**src/hdl/psr_pkg.sv**
```systemverilog
// package: register map, field positions and timing for the paged status readout bank
package psr_pkg;
  // register indices as printed; byte address is four times the index
  localparam logic [7:0] TUNE_PAGE_IDX = 8'h2C;
  localparam logic [7:0] CONV_PAGE_IDX = 8'h2D;
  localparam logic [7:0] CMD_STAT_IDX = 8'h2E;
  localparam logic [7:0] VERSION_IDX = 8'h33;
  // bank-local control and interrupt registers, byte addresses
  localparam logic [11:0] PAGE_SEL_ADDR = 12'h100;
  localparam logic [11:0] INT_STAT_ADDR = 12'h104;
  localparam logic [11:0] INT_MASK_ADDR = 12'h108;
  localparam logic [11:0] MEAS_SEL_ADDR = 12'h10C;
  // page select register fields
  localparam int TUNE_PAGE_LSB = 4;
  localparam int CONV_PAGE_LSB = 0;
  localparam logic [1:0] PAGE_00 = 2'h0;
  localparam logic [1:0] PAGE_01 = 2'h1;
  localparam logic [1:0] PAGE_10 = 2'h2;
  // command status bits; interrupt status and mask share this layout
  localparam int RANGE_DONE_BIT = 6;
  localparam int SUPPLY_DONE_BIT = 5;
  localparam int FILTER_DONE_BIT = 4;
  localparam int CONV_DONE_BIT = 3;
  localparam int ANTICOLL_BIT = 2;
  localparam int GAIN_LIMIT_BIT = 1;
  localparam int AUX_SYNTH_BIT = 0;
  localparam logic [7:0] EVENT_MASK = 8'h78;
  // reset values
  localparam logic [7:0] PAGE_SEL_RST = 8'h00;
  localparam logic [7:0] INT_MASK_RST = 8'h00;
  localparam logic [1:0] MEAS_SEL_RST = 2'h0;
  // converter input selection codes
  localparam logic [1:0] MEAS_MIXER_I = 2'h0;
  localparam logic [1:0] MEAS_MIXER_Q = 2'h1;
  localparam logic [1:0] MEAS_EXT_PIN = 2'h2;
  // direct command codes
  localparam logic [7:0] CMD_HOP_MAIN = 8'h84;
  localparam logic [7:0] CMD_HOP_AUX = 8'h85;
  localparam logic [7:0] CMD_CONV_TRIG = 8'h87;
  localparam logic [7:0] CMD_FILTER_CAL = 8'h88;
  localparam logic [7:0] CMD_SUPPLY_AUTO = 8'hA2;
  localparam logic [7:0] CMD_SUPPLY_MAN = 8'hA3;
  localparam logic [7:0] CMD_RANGE_AUTO = 8'hA4;
  localparam logic [7:0] CMD_RANGE_MAN = 8'hA5;
  localparam logic [7:0] CMD_GAIN_ON = 8'hA6;
  localparam logic [7:0] CMD_GAIN_OFF = 8'hA7;
  // timing
  localparam int CLK_PERIOD_PS = 25000;
  localparam int CONV_TIME_US = 20;
  localparam int CONV_CYCLES = (CONV_TIME_US * 1000000 + CLK_PERIOD_PS - 1) / CLK_PERIOD_PS;
  // axi responses, then the value of the tuning view bit that reads one
  localparam logic [1:0] RESP_OKAY = 2'h0;
  localparam logic [1:0] RESP_SLVERR = 2'h2;
  localparam logic [2:0] TUNE_RSVD_ONE = 3'h1;
endpackage : psr_pkg

```
**src/hdl/psr_status_bank.sv**
```systemverilog
// paged status readout bank with axi4-lite slave and completion interrupt
//
// Summary of operation
// - page shown at 2Ch chosen by two-bit selector in page register bits 5:4
// - tuning_range_and_pin_level: range result in bits 7:4, bit 3 reads one
// - tuning_range_and_pin_level: bits 2:0 hold tuning pin voltage measurement
// - filter_calibration_codes: highpass code bits 7:4, lowpass code bits 3:0
// - converter_result: converter result, valid 20 us after command 87h
// - converter input is mixer I, mixer Q or external pin per select field
// - oscillator_and_supply_status bit 7: zero crystal, one compensated oscillator
// - oscillator_and_supply_status bits 2:0: supply level code, 2.7 V to 3.4 V
// - oscillator_and_supply_status bits 6:3 read zero
// - 2Eh bit 6 set on range selection done, raises interrupt event
// - 2Eh bit 4 set on filter calibration done, raises interrupt event
// - 2Eh bit 3 set on conversion done, raises interrupt event
// - 2Eh bit 2 reads one while anti-collision support enabled
// - 2Eh bit 1 set after gain limiter on, cleared after off completes
// - 2Eh bit 0 set after hop to auxiliary, cleared after hop to main
// - 33h returns fixed eight-bit version code
//
// Implementation choice: register access over AXI4-Lite.
`timescale 1ns/100ps
module psr_status_bank #(
  parameter int ADDR_W = 12,
  parameter logic [7:0] DEVICE_VERSION = 8'h5A, // arbitrary value
  parameter int CONV_CYCLES_P = psr_pkg::CONV_CYCLES
) (
  // clock and reset
  input wire logic aclk,
  input wire logic aresetn,
  // axi4-lite write address
  input wire logic [ADDR_W-1:0] s_axi_awaddr,
  input wire logic s_axi_awvalid,
  output logic s_axi_awready,
  // axi4-lite write data
  input wire logic [31:0] s_axi_wdata,
  input wire logic [3:0] s_axi_wstrb,
  input wire logic s_axi_wvalid,
  output logic s_axi_wready,
  // axi4-lite write response
  output logic [1:0] s_axi_bresp,
  output logic s_axi_bvalid,
  input wire logic s_axi_bready,
  // axi4-lite read address
  input wire logic [ADDR_W-1:0] s_axi_araddr,
  input wire logic s_axi_arvalid,
  output logic s_axi_arready,
  // axi4-lite read data
  output logic [31:0] s_axi_rdata,
  output logic [1:0] s_axi_rresp,
  output logic s_axi_rvalid,
  input wire logic s_axi_rready,
  // direct command decoder
  input wire logic cmd_strobe,
  input wire logic [7:0] cmd_code,
  // engine completion pulses
  input wire logic range_sel_done,
  input wire logic supply_set_done,
  input wire logic filter_cal_done,
  input wire logic gain_limit_done,
  input wire logic synth_hop_done,
  // engine results
  input wire logic [3:0] tuning_range_result,
  input wire logic [2:0] tuning_pin_level,
  input wire logic [3:0] highpass_trim_code,
  input wire logic [3:0] lowpass_trim_code,
  input wire logic [7:0] adc_sample,
  input wire logic [2:0] supply_level_code,
  input wire logic anticollision_support_on,
  // oscillator input shorted to ground, asynchronous pin
  input wire logic osc_input_grounded,
  // converter control and interrupt
  output logic [1:0] conv_input_select,
  output logic conv_busy,
  output logic irq
);
  import psr_pkg::*;

  logic [7:0] page_sel_r;
  logic [7:0] int_stat_r;
  logic [7:0] int_mask_r;
  logic [7:0] cmd_stat_r;
  logic [7:0] conv_result_r;
  logic [1:0] osc_sync_r;
  logic gain_pending_on_r;
  logic hop_pending_aux_r;
  logic conv_start;
  logic conv_busy_w;
  logic conv_done;
  logic [7:0] events;
  logic [ADDR_W-1:0] awaddr_r;
  logic [31:0] wdata_r;
  logic [3:0] wstrb_r;
  logic aw_held_r;
  logic w_held_r;
  logic wr_fire;
  logic rd_fire;
  logic rd_int_stat;
  logic [31:0] rd_data;
  logic rd_hit;
  logic [1:0] tune_page;
  logic [1:0] conv_page;

  function automatic logic idx_hit(input logic [ADDR_W-1:0] addr, input logic [7:0] idx);
    idx_hit = (addr == ADDR_W'({idx, 2'b00}));
  endfunction : idx_hit

  function automatic logic addr_hit(input logic [ADDR_W-1:0] addr, input logic [11:0] byte_addr);
    addr_hit = (addr == ADDR_W'(byte_addr));
  endfunction : addr_hit

  function automatic logic is_cmd(input logic [7:0] code, input logic [7:0] a, input logic [7:0] b);
    is_cmd = (code == a) || (code == b);
  endfunction : is_cmd

  assign tune_page = page_sel_r[TUNE_PAGE_LSB +: 2];
  assign conv_page = page_sel_r[CONV_PAGE_LSB +: 2];
  assign conv_start = cmd_strobe && (cmd_code == CMD_CONV_TRIG);

  // oscillator detect pin crosses into aclk before anyone reads it
  always_ff @(posedge aclk)
  begin
    if (!aresetn)
      osc_sync_r <= 2'b00;
    else
      osc_sync_r <= {osc_sync_r[0], osc_input_grounded};
  end

  psr_conv_timer #(
    .CYCLES(CONV_CYCLES_P),
    .CNT_W(12)
  ) u_conv_timer (
    .aclk(aclk),
    .aresetn(aresetn),
    .start(conv_start),
    .busy(conv_busy_w),
    .done(conv_done)
  );

  // result is captured only when the settle time has run out
  always_ff @(posedge aclk)
  begin
    if (!aresetn)
      conv_result_r <= 8'h00;
    else if (conv_done)
      conv_result_r <= adc_sample;
  end

  always_ff @(posedge aclk)
  begin
    if (!aresetn)
      conv_busy <= 1'b0;
    else
      conv_busy <= conv_busy_w;
  end

  // remember which of a command pair is running so the shared done pulse resolves it
  always_ff @(posedge aclk)
  begin
    if (!aresetn)
    begin
      gain_pending_on_r <= 1'b0;
      hop_pending_aux_r <= 1'b0;
    end
    else if (cmd_strobe)
    begin
      if (is_cmd(cmd_code, CMD_GAIN_ON, CMD_GAIN_OFF))
        gain_pending_on_r <= (cmd_code == CMD_GAIN_ON);
      if (is_cmd(cmd_code, CMD_HOP_MAIN, CMD_HOP_AUX))
        hop_pending_aux_r <= (cmd_code == CMD_HOP_AUX);
    end
  end

  // done flags clear when their command is issued again; a done in that cycle wins
  always_ff @(posedge aclk)
  begin
    if (!aresetn)
      cmd_stat_r <= 8'h00;
    else
    begin
      if (range_sel_done)
        cmd_stat_r[RANGE_DONE_BIT] <= 1'b1;
      else if (cmd_strobe && is_cmd(cmd_code, CMD_RANGE_AUTO, CMD_RANGE_MAN))
        cmd_stat_r[RANGE_DONE_BIT] <= 1'b0;
      if (supply_set_done)
        cmd_stat_r[SUPPLY_DONE_BIT] <= 1'b1;
      else if (cmd_strobe && is_cmd(cmd_code, CMD_SUPPLY_AUTO, CMD_SUPPLY_MAN))
        cmd_stat_r[SUPPLY_DONE_BIT] <= 1'b0;
      if (filter_cal_done)
        cmd_stat_r[FILTER_DONE_BIT] <= 1'b1;
      else if (cmd_strobe && (cmd_code == CMD_FILTER_CAL))
        cmd_stat_r[FILTER_DONE_BIT] <= 1'b0;
      if (conv_done)
        cmd_stat_r[CONV_DONE_BIT] <= 1'b1;
      else if (conv_start)
        cmd_stat_r[CONV_DONE_BIT] <= 1'b0;
      cmd_stat_r[ANTICOLL_BIT] <= anticollision_support_on;
      if (gain_limit_done)
        cmd_stat_r[GAIN_LIMIT_BIT] <= gain_pending_on_r;
      if (synth_hop_done)
        cmd_stat_r[AUX_SYNTH_BIT] <= hop_pending_aux_r;
      cmd_stat_r[7] <= 1'b0;
    end
  end

  assign events = {1'b0, range_sel_done, supply_set_done, filter_cal_done, conv_done, 3'b000};

  // interrupt status is cleared by reading it; an event in the read cycle stays set
  always_ff @(posedge aclk)
  begin
    if (!aresetn)
      int_stat_r <= 8'h00;
    else if (rd_fire && rd_int_stat)
      int_stat_r <= events & EVENT_MASK;
    else
      int_stat_r <= int_stat_r | (events & EVENT_MASK);
  end

  always_ff @(posedge aclk)
  begin
    if (!aresetn)
      irq <= 1'b0;
    else
      irq <= |(int_stat_r & int_mask_r);
  end

  // write channel: address and data are taken in either order, response after both
  assign wr_fire = aw_held_r && w_held_r && !s_axi_bvalid;

  always_ff @(posedge aclk)
  begin
    if (!aresetn)
    begin
      aw_held_r <= 1'b0;
      w_held_r <= 1'b0;
      awaddr_r <= '0;
      wdata_r <= 32'h0000_0000;
      wstrb_r <= 4'h0;
      s_axi_awready <= 1'b0;
      s_axi_wready <= 1'b0;
      s_axi_bvalid <= 1'b0;
      s_axi_bresp <= RESP_OKAY;
    end
    else
    begin
      s_axi_awready <= !aw_held_r && !(s_axi_awvalid && s_axi_awready) && !s_axi_bvalid;
      s_axi_wready <= !w_held_r && !(s_axi_wvalid && s_axi_wready) && !s_axi_bvalid;
      if (s_axi_awvalid && s_axi_awready)
      begin
        aw_held_r <= 1'b1;
        awaddr_r <= s_axi_awaddr;
      end
      if (s_axi_wvalid && s_axi_wready)
      begin
        w_held_r <= 1'b1;
        wdata_r <= s_axi_wdata;
        wstrb_r <= s_axi_wstrb;
      end
      if (wr_fire)
      begin
        aw_held_r <= 1'b0;
        w_held_r <= 1'b0;
        s_axi_awready <= 1'b0;
        s_axi_wready <= 1'b0;
        s_axi_bvalid <= 1'b1;
        s_axi_bresp <= (addr_hit(awaddr_r, PAGE_SEL_ADDR) || addr_hit(awaddr_r, INT_MASK_ADDR) ||
                        addr_hit(awaddr_r, MEAS_SEL_ADDR) || addr_hit(awaddr_r, INT_STAT_ADDR) ||
                        idx_hit(awaddr_r, TUNE_PAGE_IDX) || idx_hit(awaddr_r, CONV_PAGE_IDX) ||
                        idx_hit(awaddr_r, CMD_STAT_IDX) || idx_hit(awaddr_r, VERSION_IDX))
                       ? RESP_OKAY : RESP_SLVERR;
      end
      else if (s_axi_bvalid && s_axi_bready)
        s_axi_bvalid <= 1'b0;
    end
  end

  // writable registers; only byte lane 0 carries data, status registers ignore writes
  always_ff @(posedge aclk)
  begin
    if (!aresetn)
    begin
      page_sel_r <= PAGE_SEL_RST;
      int_mask_r <= INT_MASK_RST;
      conv_input_select <= MEAS_SEL_RST;
    end
    else if (wr_fire && wstrb_r[0])
    begin
      if (addr_hit(awaddr_r, PAGE_SEL_ADDR))
        page_sel_r <= wdata_r[7:0] & 8'h33;
      if (addr_hit(awaddr_r, INT_MASK_ADDR))
        int_mask_r <= wdata_r[7:0] & EVENT_MASK;
      if (addr_hit(awaddr_r, MEAS_SEL_ADDR))
        conv_input_select <= wdata_r[1:0];
    end
  end

  // read data mux; page registers are pure views of live state
  assign rd_int_stat = addr_hit(s_axi_araddr, INT_STAT_ADDR);

  always_comb
  begin
    rd_data = 32'h0000_0000;
    rd_hit = 1'b1;
    if (idx_hit(s_axi_araddr, TUNE_PAGE_IDX))
    begin
      case (tune_page)
        PAGE_01: rd_data[7:0] = {tuning_range_result, TUNE_RSVD_ONE[0], tuning_pin_level};
        PAGE_10: rd_data[7:0] = {highpass_trim_code, lowpass_trim_code};
        default: rd_data[7:0] = 8'h00;
      endcase
    end
    else if (idx_hit(s_axi_araddr, CONV_PAGE_IDX))
    begin
      case (conv_page)
        PAGE_00: rd_data[7:0] = conv_result_r;
        PAGE_01: rd_data[7:0] = {osc_sync_r[1], 4'h0, supply_level_code};
        default: rd_data[7:0] = 8'h00;
      endcase
    end
    else if (idx_hit(s_axi_araddr, CMD_STAT_IDX))
      rd_data[7:0] = cmd_stat_r;
    else if (idx_hit(s_axi_araddr, VERSION_IDX))
      rd_data[7:0] = DEVICE_VERSION;
    else if (addr_hit(s_axi_araddr, PAGE_SEL_ADDR))
      rd_data[7:0] = page_sel_r;
    else if (rd_int_stat)
      rd_data[7:0] = int_stat_r;
    else if (addr_hit(s_axi_araddr, INT_MASK_ADDR))
      rd_data[7:0] = int_mask_r;
    else if (addr_hit(s_axi_araddr, MEAS_SEL_ADDR))
      rd_data[1:0] = conv_input_select;
    else
      rd_hit = 1'b0;
  end

  // read channel: one read at a time, data one cycle after the address is taken
  assign rd_fire = s_axi_arvalid && s_axi_arready;

  always_ff @(posedge aclk)
  begin
    if (!aresetn)
    begin
      s_axi_arready <= 1'b0;
      s_axi_rvalid <= 1'b0;
      s_axi_rdata <= 32'h0000_0000;
      s_axi_rresp <= RESP_OKAY;
    end
    else
    begin
      s_axi_arready <= !s_axi_rvalid && !rd_fire;
      if (rd_fire)
      begin
        s_axi_rvalid <= 1'b1;
        s_axi_rdata <= rd_data;
        s_axi_rresp <= rd_hit ? RESP_OKAY : RESP_SLVERR;
      end
      else if (s_axi_rvalid && s_axi_rready)
        s_axi_rvalid <= 1'b0;
    end
  end
endmodule : psr_status_bank

```
**src/hdl/psr_conv_timer.sv**
```systemverilog
// conversion settle timer: one-cycle done pulse a fixed number of cycles after start
`timescale 1ns/100ps
module psr_conv_timer #(
  parameter int CYCLES = psr_pkg::CONV_CYCLES,
  parameter int CNT_W = 12
) (
  // clock and reset
  input wire logic aclk,
  input wire logic aresetn,
  // control
  input wire logic start,
  output logic busy,
  output logic done
);
  import psr_pkg::*;
  localparam logic [CNT_W-1:0] LAST = CNT_W'(CYCLES - 1);
  logic [CNT_W-1:0] cnt_r;

  // a new start while busy restarts the wait, so the result always follows the latest trigger
  always_ff @(posedge aclk)
  begin
    if (!aresetn)
    begin
      cnt_r <= '0;
      busy <= 1'b0;
      done <= 1'b0;
    end
    else
    begin
      done <= 1'b0;
      if (start)
      begin
        cnt_r <= '0;
        busy <= 1'b1;
      end
      else if (busy)
      begin
        if (cnt_r == LAST)
        begin
          busy <= 1'b0;
          done <= 1'b1;
        end
        else
        begin
          cnt_r <= cnt_r + CNT_W'(1);
        end
      end
    end
  end
endmodule : psr_conv_timer

```
**config.mk**
```make
export PLATFORM = sky130hd
export DESIGN_NAME = psr_status_bank
export DESIGN_NICKNAME = d
export VERILOG_FILES = /design/src/hdl/psr_pkg.sv /design/src/hdl/psr_status_bank.sv /design/src/hdl/psr_conv_timer.sv
export SDC_FILE = /design/constraint.sdc
export NUM_CORES = 1
export LEC_CHECK = 0
export ABC_AREA = 1
export BUFFER_PORTS_ARGS = -buffer_cell sky130_fd_sc_hd__buf_2
export CORE_ASPECT_RATIO = 0.6
export CORE_MARGIN = 8
export CORE_UTILIZATION = 46
export CTS_CLUSTER_DIAMETER = 80
export CTS_CLUSTER_SIZE = 24
export DETAILED_ROUTE_END_ITERATION = 8
export HOLD_SLACK_MARGIN = 0.15
export PLACE_DENSITY_LB_ADDON = 0.15
export SYNTH_ARGS = -nofsm -noshare
export SYNTH_HDL_FRONTEND = slang
export SYNTH_HIERARCHICAL = 1
export SYNTH_SLANG_ARGS = --single-unit
```
**constraint.sdc**
```tcl
create_clock -name aclk -period 1.4 [get_ports aclk]
set_input_delay 0.14 -clock aclk [delete_from_list [all_inputs] [get_ports aclk]]
set_output_delay 0.14 -clock aclk [all_outputs]
set_load 0.02 [all_outputs]
```
==> results by group, run 1 <==
Run status
  – Outcome: finished, final reports clean

Layout
  – Layout cells sized above 1: 0.260
  – Area grow syn2layout: 38.5%
  – Area of the multi-input gates: 0.00235 mm²
  – Final net count: 954
  – Filler cells: 829
  – Antenna cells: 0
  – Most frequent cells in the layout: nor2_1 (123), nand2_1 (119), buf_2 (98), dfxtp_1 (78), inv_1 (65)
  – Most common cell after layout, fill and taps aside: nor2_1
  – Sequential Area: 0.00171 mm²

Critical path
  – Worst setup EP type: register
  – CP startpoint kind: register
  – Arrival @ worst endpoint: 1.60 ns
  – Data required time of the worst path: 1.63 ns
  – Worst R2R Path Depth: 9
  – CP Max Fanout: 7
  – Kind of critical path: reg -> reg

Placed design
  – GPL Wtd Cong: 0.936
  – Hpwl dp: 10200 µm
  – Port bufs: 98
  – Worst slack at placement: -0.0355 ns

Route
  – WL per Instance: 14.0 µm
  – Post-route DRC: 0
  – DRT iter0 DRCs: 439
  – DR pass1 iterations: 5
  – Avg Vias per Cell: 4.92
  – Total vias in the final route: 4808
  – Routed Antenna Nets: 0
  – Routed WL: 13700 µm

Die
  – Core Box Area: 0.00926 mm²
  – Rows: 27
  – Die X-Extent: 143 µm
  – Die Ht: 91.9 µm
  – I/O pin cnt: 154
  – Die area: 0.0131 mm²
  – Initial core utilization: 0.477

STA
  – Fin. Hold Viols: 0
  – Final WS setup: 0.0360 ns
  – Fmax: 733 MHz
  – RSZ-0062 raised after global routing: yes
  – Final worst-path cycle share: 0.974
  – Final Slew Violations: 0
  – Final setup violation count: 0
  – Minimum clock period: 1.36 ns
  – Clk_skew: 0.00526 ns

Power
  – Worst vdd ir: 0.000648 V
  – Cell area power density: 941 mW/mm²
  – Leak pwr: 2.86 nW
  – Tot Pwr: 5.76 mW

Synth
  – Cells after Synth: 659
  – Netlist cell types: 35
  – Part of the Yosys area used for sequential elements: 0.385
  – #FFs+latches synth: 85
  – YS warnings: 6
  – Post-Syn Area per Cell: 6.70 µm²
  – Post-Synthesis Cell Area: 0.00442 mm²

Clock network
  – Skew-Pair Late Insertion Delay: 0.34 ns
  – CTS buffer count: 9
  – CTS Root Cell: clkbuf_16
  – Worst-path clk slew: 0.06 ns
  – H-tree levels: 3
  – Worst-case clock buffer depth: 2
  – CTS tree: done
  – Num Clock Sinks: 85

GRT
  – Vias in the first global route: 4560
  – First-pass GRT wire length: 21900 µm
  – Initial antenna violation count: 0
  – Grt ovf: 0
  – Largest net degree at the start of global routing: 30
  – GRT Total Usage: 0.206

Worst hold path
  – Worst Hold Depth: 5
  – Worst Hold Class: in -> reg

Job
  – Max Cap Viol: 0
==> layout make-up <==
type	count	share of cell area
multi-input combinational	481	0.384
timing repair buffer	189	0.213
inverter	76	0.0468
sequential	85	0.280
clock inverter	5	0.00981
tap	130	0.0266
clock buffer	11	0.0397
==> what timing repair did <==
| action | in CTS | in global routing |
|---|---|---|
| resized for setup | 6 | 39 |
| setup buffers | 1 | 2 |
| setup endpoints to repair | 19 | 33 |
| gates cloned | 0 | 0 |
| pin swaps | 4 | 9 |
| hold buffers | 41 | 0 |
| endpoints found under the hold margin | 42 | 0 |
==> metrics by stage <==
stage,area [µm²],TNS [ns],hold slack [ns],util,cells
after global placement,5270,-0.00624,0.344,0.569,917
after detailed placement,5270,-0.135,0.348,0.569,917
after floorplan,4510,0,0.234,-,684
final,6120,0,0.209,0.661,977
after global routing,6120,-0.103,0.226,0.661,977
after CTS,6010,-0.00298,0.212,0.650,975
==> flip-flops by register name, indices dropped and copies added (netlist names), 2 cells and up <==
name,cells
int_mask_r,4
conv_input_select,2
conv_result_r,8
osc_sync_r,2
u_conv_timer/cnt_r,12
awaddr_r,12
cmd_stat_r,7
s_axi_rdata,8
wdata_r,6
int_stat_r,4
page_sel_r,4
==> cell usage after synthesis (all sizes together) <==
library cell	number	area share
o21ai	59	0.067
a22o	4	0.0079
nor2	136	0.12
nor3	8	0.013
a41oi	1	0.0020
nor3b	1	0.0017
ha	3	0.0085
nand2	125	0.11
a31oi	1	0.0014
clkbuf	12	0.010
xor2	5	0.0099
or2	1	0.0020
nand4	18	0.025
nor4	5	0.0071
conb	1	0.00085
buf	30	0.052
a21oi	36	0.041
nand3b	3	0.0088
inv	71	0.060
nand3	49	0.062
dfxtp	85	0.39
clkinv	5	0.0045
==> cells by family after synthesis <==
group | count (synthesis) | share of synthesized area
other | 1 | 0.000849
and+or+nand+nor | 346 | 0.350
buffers and inverters | 118 | 0.127
adders and majority gates | 3 | 0.00850
AOI/OAI and AO/OA | 101 | 0.119
DFF | 85 | 0.385
xor gates and xnor gates | 5 | 0.00991
==> worst max-delay path, cell delays in order, from the launching register on <==
cell	delay (ns)
dfxtp_4	0.35
buf_4	0.14
ha_4	0.18
buf_4	0.14
inv_1	0.06
nand2_1	0.06
nand2_2	0.07
nand3_2	0.08
nor2_2	0.13
nor2_1	0.05
==> path summary, 6_finish.rpt <==
| kind | startpoint | to | slack [ns] |
|---|---|---|---|
| max | page_sel_r[4] | s_axi_rdata[3] | 0.04 |
| min | supply_level_code[2] | s_axi_rdata[2] | 0.21 |
| max reg2reg | page_sel_r[4] | s_axi_rdata[3] | 0.04 |
| min reg2reg | w_held_r | s_axi_wready | 0.43 |
==> power breakdown <==
group	internal, mW	switching (mW)
Combinational	0.338	0.433
Clock	1.43	0.968
Sequential	2.52	0.0721
Total	4.29	1.47
==> metal layers <==
layer | track usage | vias up | wire length, µm
met4 | 0.0431 | 0 | 147
met5 | 0 | - | 0
met1 | 0.285 | 2173 | 6710
li1 | - | 2442 | -
met2 | 0.312 | 177 | 5800
met3 | 0.0569 | 16 | 1020
Power figures use the tool's default switching activity.
==> run 2, diff against run 1 <==
Settings changed: CORE_UTILIZATION 46 to 45, SLEW_MARGIN set to 20, SYNTH_HIERARCHICAL 1 to unset.
==> run 2 against run 1 <==
Against the previous run: design area rose by 0.35%; combinational power decreased by 3.8%; first-iteration DRC count down 33%; power increased by 4.9%; sequential cell count is the same; maximum frequency decreased by 2.5%; register-to-register slack worse by 0.03 ns; critical path type unchanged; highest routed layer unchanged.
==> results by group, run 2 <==
Power
  – Worst vdd ir: 0.000682 V (was 0.000648 V)
  – Cell area power density: 984 mW/mm² (was 941 mW/mm²)
  – Leak pwr: 2.78 nW (was 2.86 nW)

Synth
  – #FFs+latches synth: 85 (unchanged)
  – YS warnings: 0 (was 6)
  – Most frequent cell after synthesis: nand2_1 (was nor2_1)
  – Dominant cells by area after synthesis: dfxtp_1 (39%), nand2_1 (9.9%), nor2_1 (7.4%) (was dfxtp_1 (39%), nor2_1 (11%), nand2_1 (10%))
  – Number of synthesized flops with an enable pin: 0 (unchanged)
  – Leading area contributor after synthesis: dfxtp_1 (unchanged)
  – Cells after Synth: 627 (was 659)
  – Post-Synthesis Cell Area: 0.00441 mm² (was 0.00442 mm²)
  – Part of the Yosys area used for sequential elements: 0.386 (was 0.385)
  – Post-Syn Area per Cell: 7.03 µm² (was 6.70 µm²)
  – Leading cell types by count after synthesis: nand2_1 (116), nor2_1 (87), dfxtp_1 (85) (was nor2_1 (126), nand2_1 (122), dfxtp_1 (85))
  – Netlist cell types: 42 (was 35)
  – Dominant synthesized flop cell: dfxtp_1 (unchanged)
  – Yosys top cell area share: 0.386 (was 0.385)
  – FFs w/ async S/R, synth: 0 (unchanged)

STA
  – Final setup violation count: 0 (unchanged)
  – Final Slew Violations: 0 (unchanged)
  – Clk_skew: 0.00331 ns (was 0.00526 ns)
  – RSZ-0062 raised after global routing: yes (unchanged)
  – Fmax: 715 MHz (was 733 MHz)
  – Worst rel slew slack: 0.646
  – Fin. Hold Viols: 0 (unchanged)
  – Minimum clock period: 1.40 ns (was 1.36 ns)
  – Final worst-path cycle share: 0.999 (was 0.974)
  – Worst slew pin tran: 0.529 ns

Placed design
  – GPL Wtd Cong: 0.901 (was 0.936)
  – Post-DP Area: 0.00522 mm² (was 0.00527 mm²)
  – Hpwl dp: 9780 µm (was 10200 µm)
  – Port bufs: 98 (unchanged)

Clock network
  – Worst-case clock buffer depth: 2 (unchanged)
  – CTS buffer count: 9 (unchanged)
  – Num Clock Sinks: 85 (unchanged)
  – CTS tree: done (unchanged)
  – H-tree levels: 3 (unchanged)
  – Skew-Pair Late Insertion Delay: 0.34 ns (about the same)
  – Worst-path clk slew: 0.06 ns (about the same)
  – CTS Root Cell: clkbuf_16 (unchanged)

Layout
  – Final instance area: 0.00614 mm² (was 0.00612 mm²)
  – Biggest regs: awaddr_r (12), u_conv_timer.cnt_r (12) (was awaddr_r (12), u_conv_timer/cnt_r (12))
  – Util after Layout: 0.633 (was 0.661)
  – Area grow syn2layout: 39.3% (was 38.5%)
  – Layout cells sized above 1: 0.299 (was 0.260)
  – Most frequent cells in the layout: nand2_1 (106), buf_2 (98), nor2_1 (81), inv_1 (76), dfxtp_1 (75) (was nor2_1 (123), nand2_1 (119), buf_2 (98), dfxtp_1 (78), inv_1 (65))
  – Antenna cells: 0 (unchanged)
  – Final net count: 914 (was 954)
  – Most common cell after layout, fill and taps aside: nand2_1 (was nor2_1)

Critical path
  – Reg2reg start: w_held_r (was page_sel_r[4])
  – Kind of critical path: reg -> reg (unchanged)
  – Data required time of the worst path: 1.61 ns (was 1.63 ns)
  – R2r setup slk: 0.001 ns (was 0.04 ns)
  – Reg2reg end: int_mask_r[6] (was s_axi_rdata[3])
  – Worst setup EP type: register (unchanged)
  – CP Max Fanout: 8 (was 7)
  – Arrival @ worst endpoint: 1.61 ns (was 1.60 ns)
  – CP startpoint kind: register (unchanged)
  – Worst R2R Path Depth: 9 (unchanged)

GRT
  – GRT Total Usage: 0.193 (was 0.206)
  – Initial antenna violation count: 0 (unchanged)
  – Vias in the first global route: 4290 (was 4560)
  – First-pass GRT wire length: 20600 µm (was 21900 µm)
  – Largest net degree at the start of global routing: 24 (was 30)
  – Grt ovf: 0 (unchanged)

Route
  – Routed WL: 13200 µm (was 13700 µm)
  – Avg Vias per Cell: 4.85 (was 4.92)
  – DRT iter0 DRCs: 292 (was 439)
  – Post-route DRC: 0 (unchanged)
  – DR pass1 iterations: 5 (unchanged)
  – WL per Instance: 14.0 µm (about the same)
  – Routed Antenna Nets: 0 (unchanged)
  – Total vias in the final route: 4569 (was 4808)

Die
  – Die X-Extent: 144 µm (was 143 µm)
  – Die Ht: 92.7 µm (was 91.9 µm)
  – I/O pin cnt: 154 (unchanged)
  – Core Box Area: 0.00970 mm² (was 0.00926 mm²)
  – Initial core utilization: 0.454 (was 0.477)
  – Rows: 28 (was 27)
  – Die area: 0.0133 mm² (was 0.0131 mm²)

Job
  – Max Cap Viol: 0 (unchanged)

Worst hold path
  – Worst Hold Class: in -> reg (unchanged)
  – Worst Hold Depth: 3 (was 5)
  – Hold path startpoint: s_axi_wdata[6] (was supply_level_code[2])
  – Hold Path Sink: wdata_r[6] (was s_axi_rdata[2])

Run status
  – Outcome: finished, final reports clean (unchanged)
## run 2: cell count changes after synthesis, sizes merged, moves of 4 or more
cell	delta
a211oi	+8
a21oi	+7
buf	+4
clkinv	-5
inv	+16
nand4	-11
nor2	-40
o21ai	-16
xnor2	+5
## run 2: how the worst max path moves through the flow
stage / depth (start not counted) / slack [ns] / startpoint / endpoint
6_report: 9 / 0.001 / w_held_r / int_mask_r[6]
3_3_place_gp: 9 / -0.05 / page_sel_r[4] / s_axi_rdata[0]
3_5_place_dp: 8 / -0.1 / page_sel_r[4] / s_axi_rdata[3]
4_1_cts: 8 / 0.003 / u_conv_timer.cnt_r[1] / u_conv_timer.cnt_r[8]
5_1_grt: 8 / -0.09 / w_held_r / page_sel_r[5]
2_1_floorplan: 10 / 0.01 / page_sel_r[4] / s_axi_rdata[5]
## run 2: cells by family after synthesis
kind of cell               synth area share
and+or+nand+nor                       0.303
buffers and inverters                 0.139
AOI/OAI and AO/OA                     0.142
DFF                                   0.386
xor gates and xnor gates             0.0199
adders and majority gates           0.00852
other                              0.000851
## run 2: routing by layer
metal / global-route usage / share of wire
met1: 0.270 / 0.48
met2: 0.288 / 0.42
met3: 0.0555 / 0.092
met4: 0.0435 / 0.010
met5: 0 / 0
## run 2: layout make-up
cell class                 instances  area (µm²)
fill                             865        3560
sequential                        85        1720
tap                              135         169
timing repair buffer             181        1240
multi-input combinational        438        2340
inverter                          87         334
clock buffer                      12         246
clock inverter                     4        95.1
## run 2: power by group
part | total (mW) | switching, mW | internal [mW]
Sequential | 2.57 | 0.0583 | 2.51
Combinational | 0.742 | 0.433 | 0.309
Clock | 2.73 | 0.941 | 1.79
## run 2: critical path, stage by stage, from the launching register on
cell      delay, ns
dfxtp_2        0.32
inv_2          0.04
nor2_2         0.10
nand2_2        0.09
nor2_4         0.17
inv_2          0.06
nor3_4         0.16
buf_6          0.16
buf_4          0.12
a211oi_2       0.04
## run 2: stage by stage
step / setup TNS (ns) / cells / hold WS, ns / setup slack (ns) / total power [mW]
after floorplan: 0 / 652 / 0.234 / 0.0140 / 3.02
after global routing: -0.813 / 942 / 0.161 / -0.0893 / 6.27
after CTS: 0 / 938 / 0.150 / 0.00340 / 6.06
final: 0 / 942 / 0.146 / 0.00106 / 6.04
after global placement: -0.203 / 881 / 0.330 / -0.0492 / 3.23
after detailed placement: -0.581 / 881 / 0.331 / -0.0995 / 3.24
## run 2: what timing repair did
item,CTS,global route
hold endpoints to repair,40,0
setup endpoints to repair,15,30
resized for setup,9,47
setup buffers,2,4
gates cloned,1,0
pin swaps,3,19
hold buffers,38,0
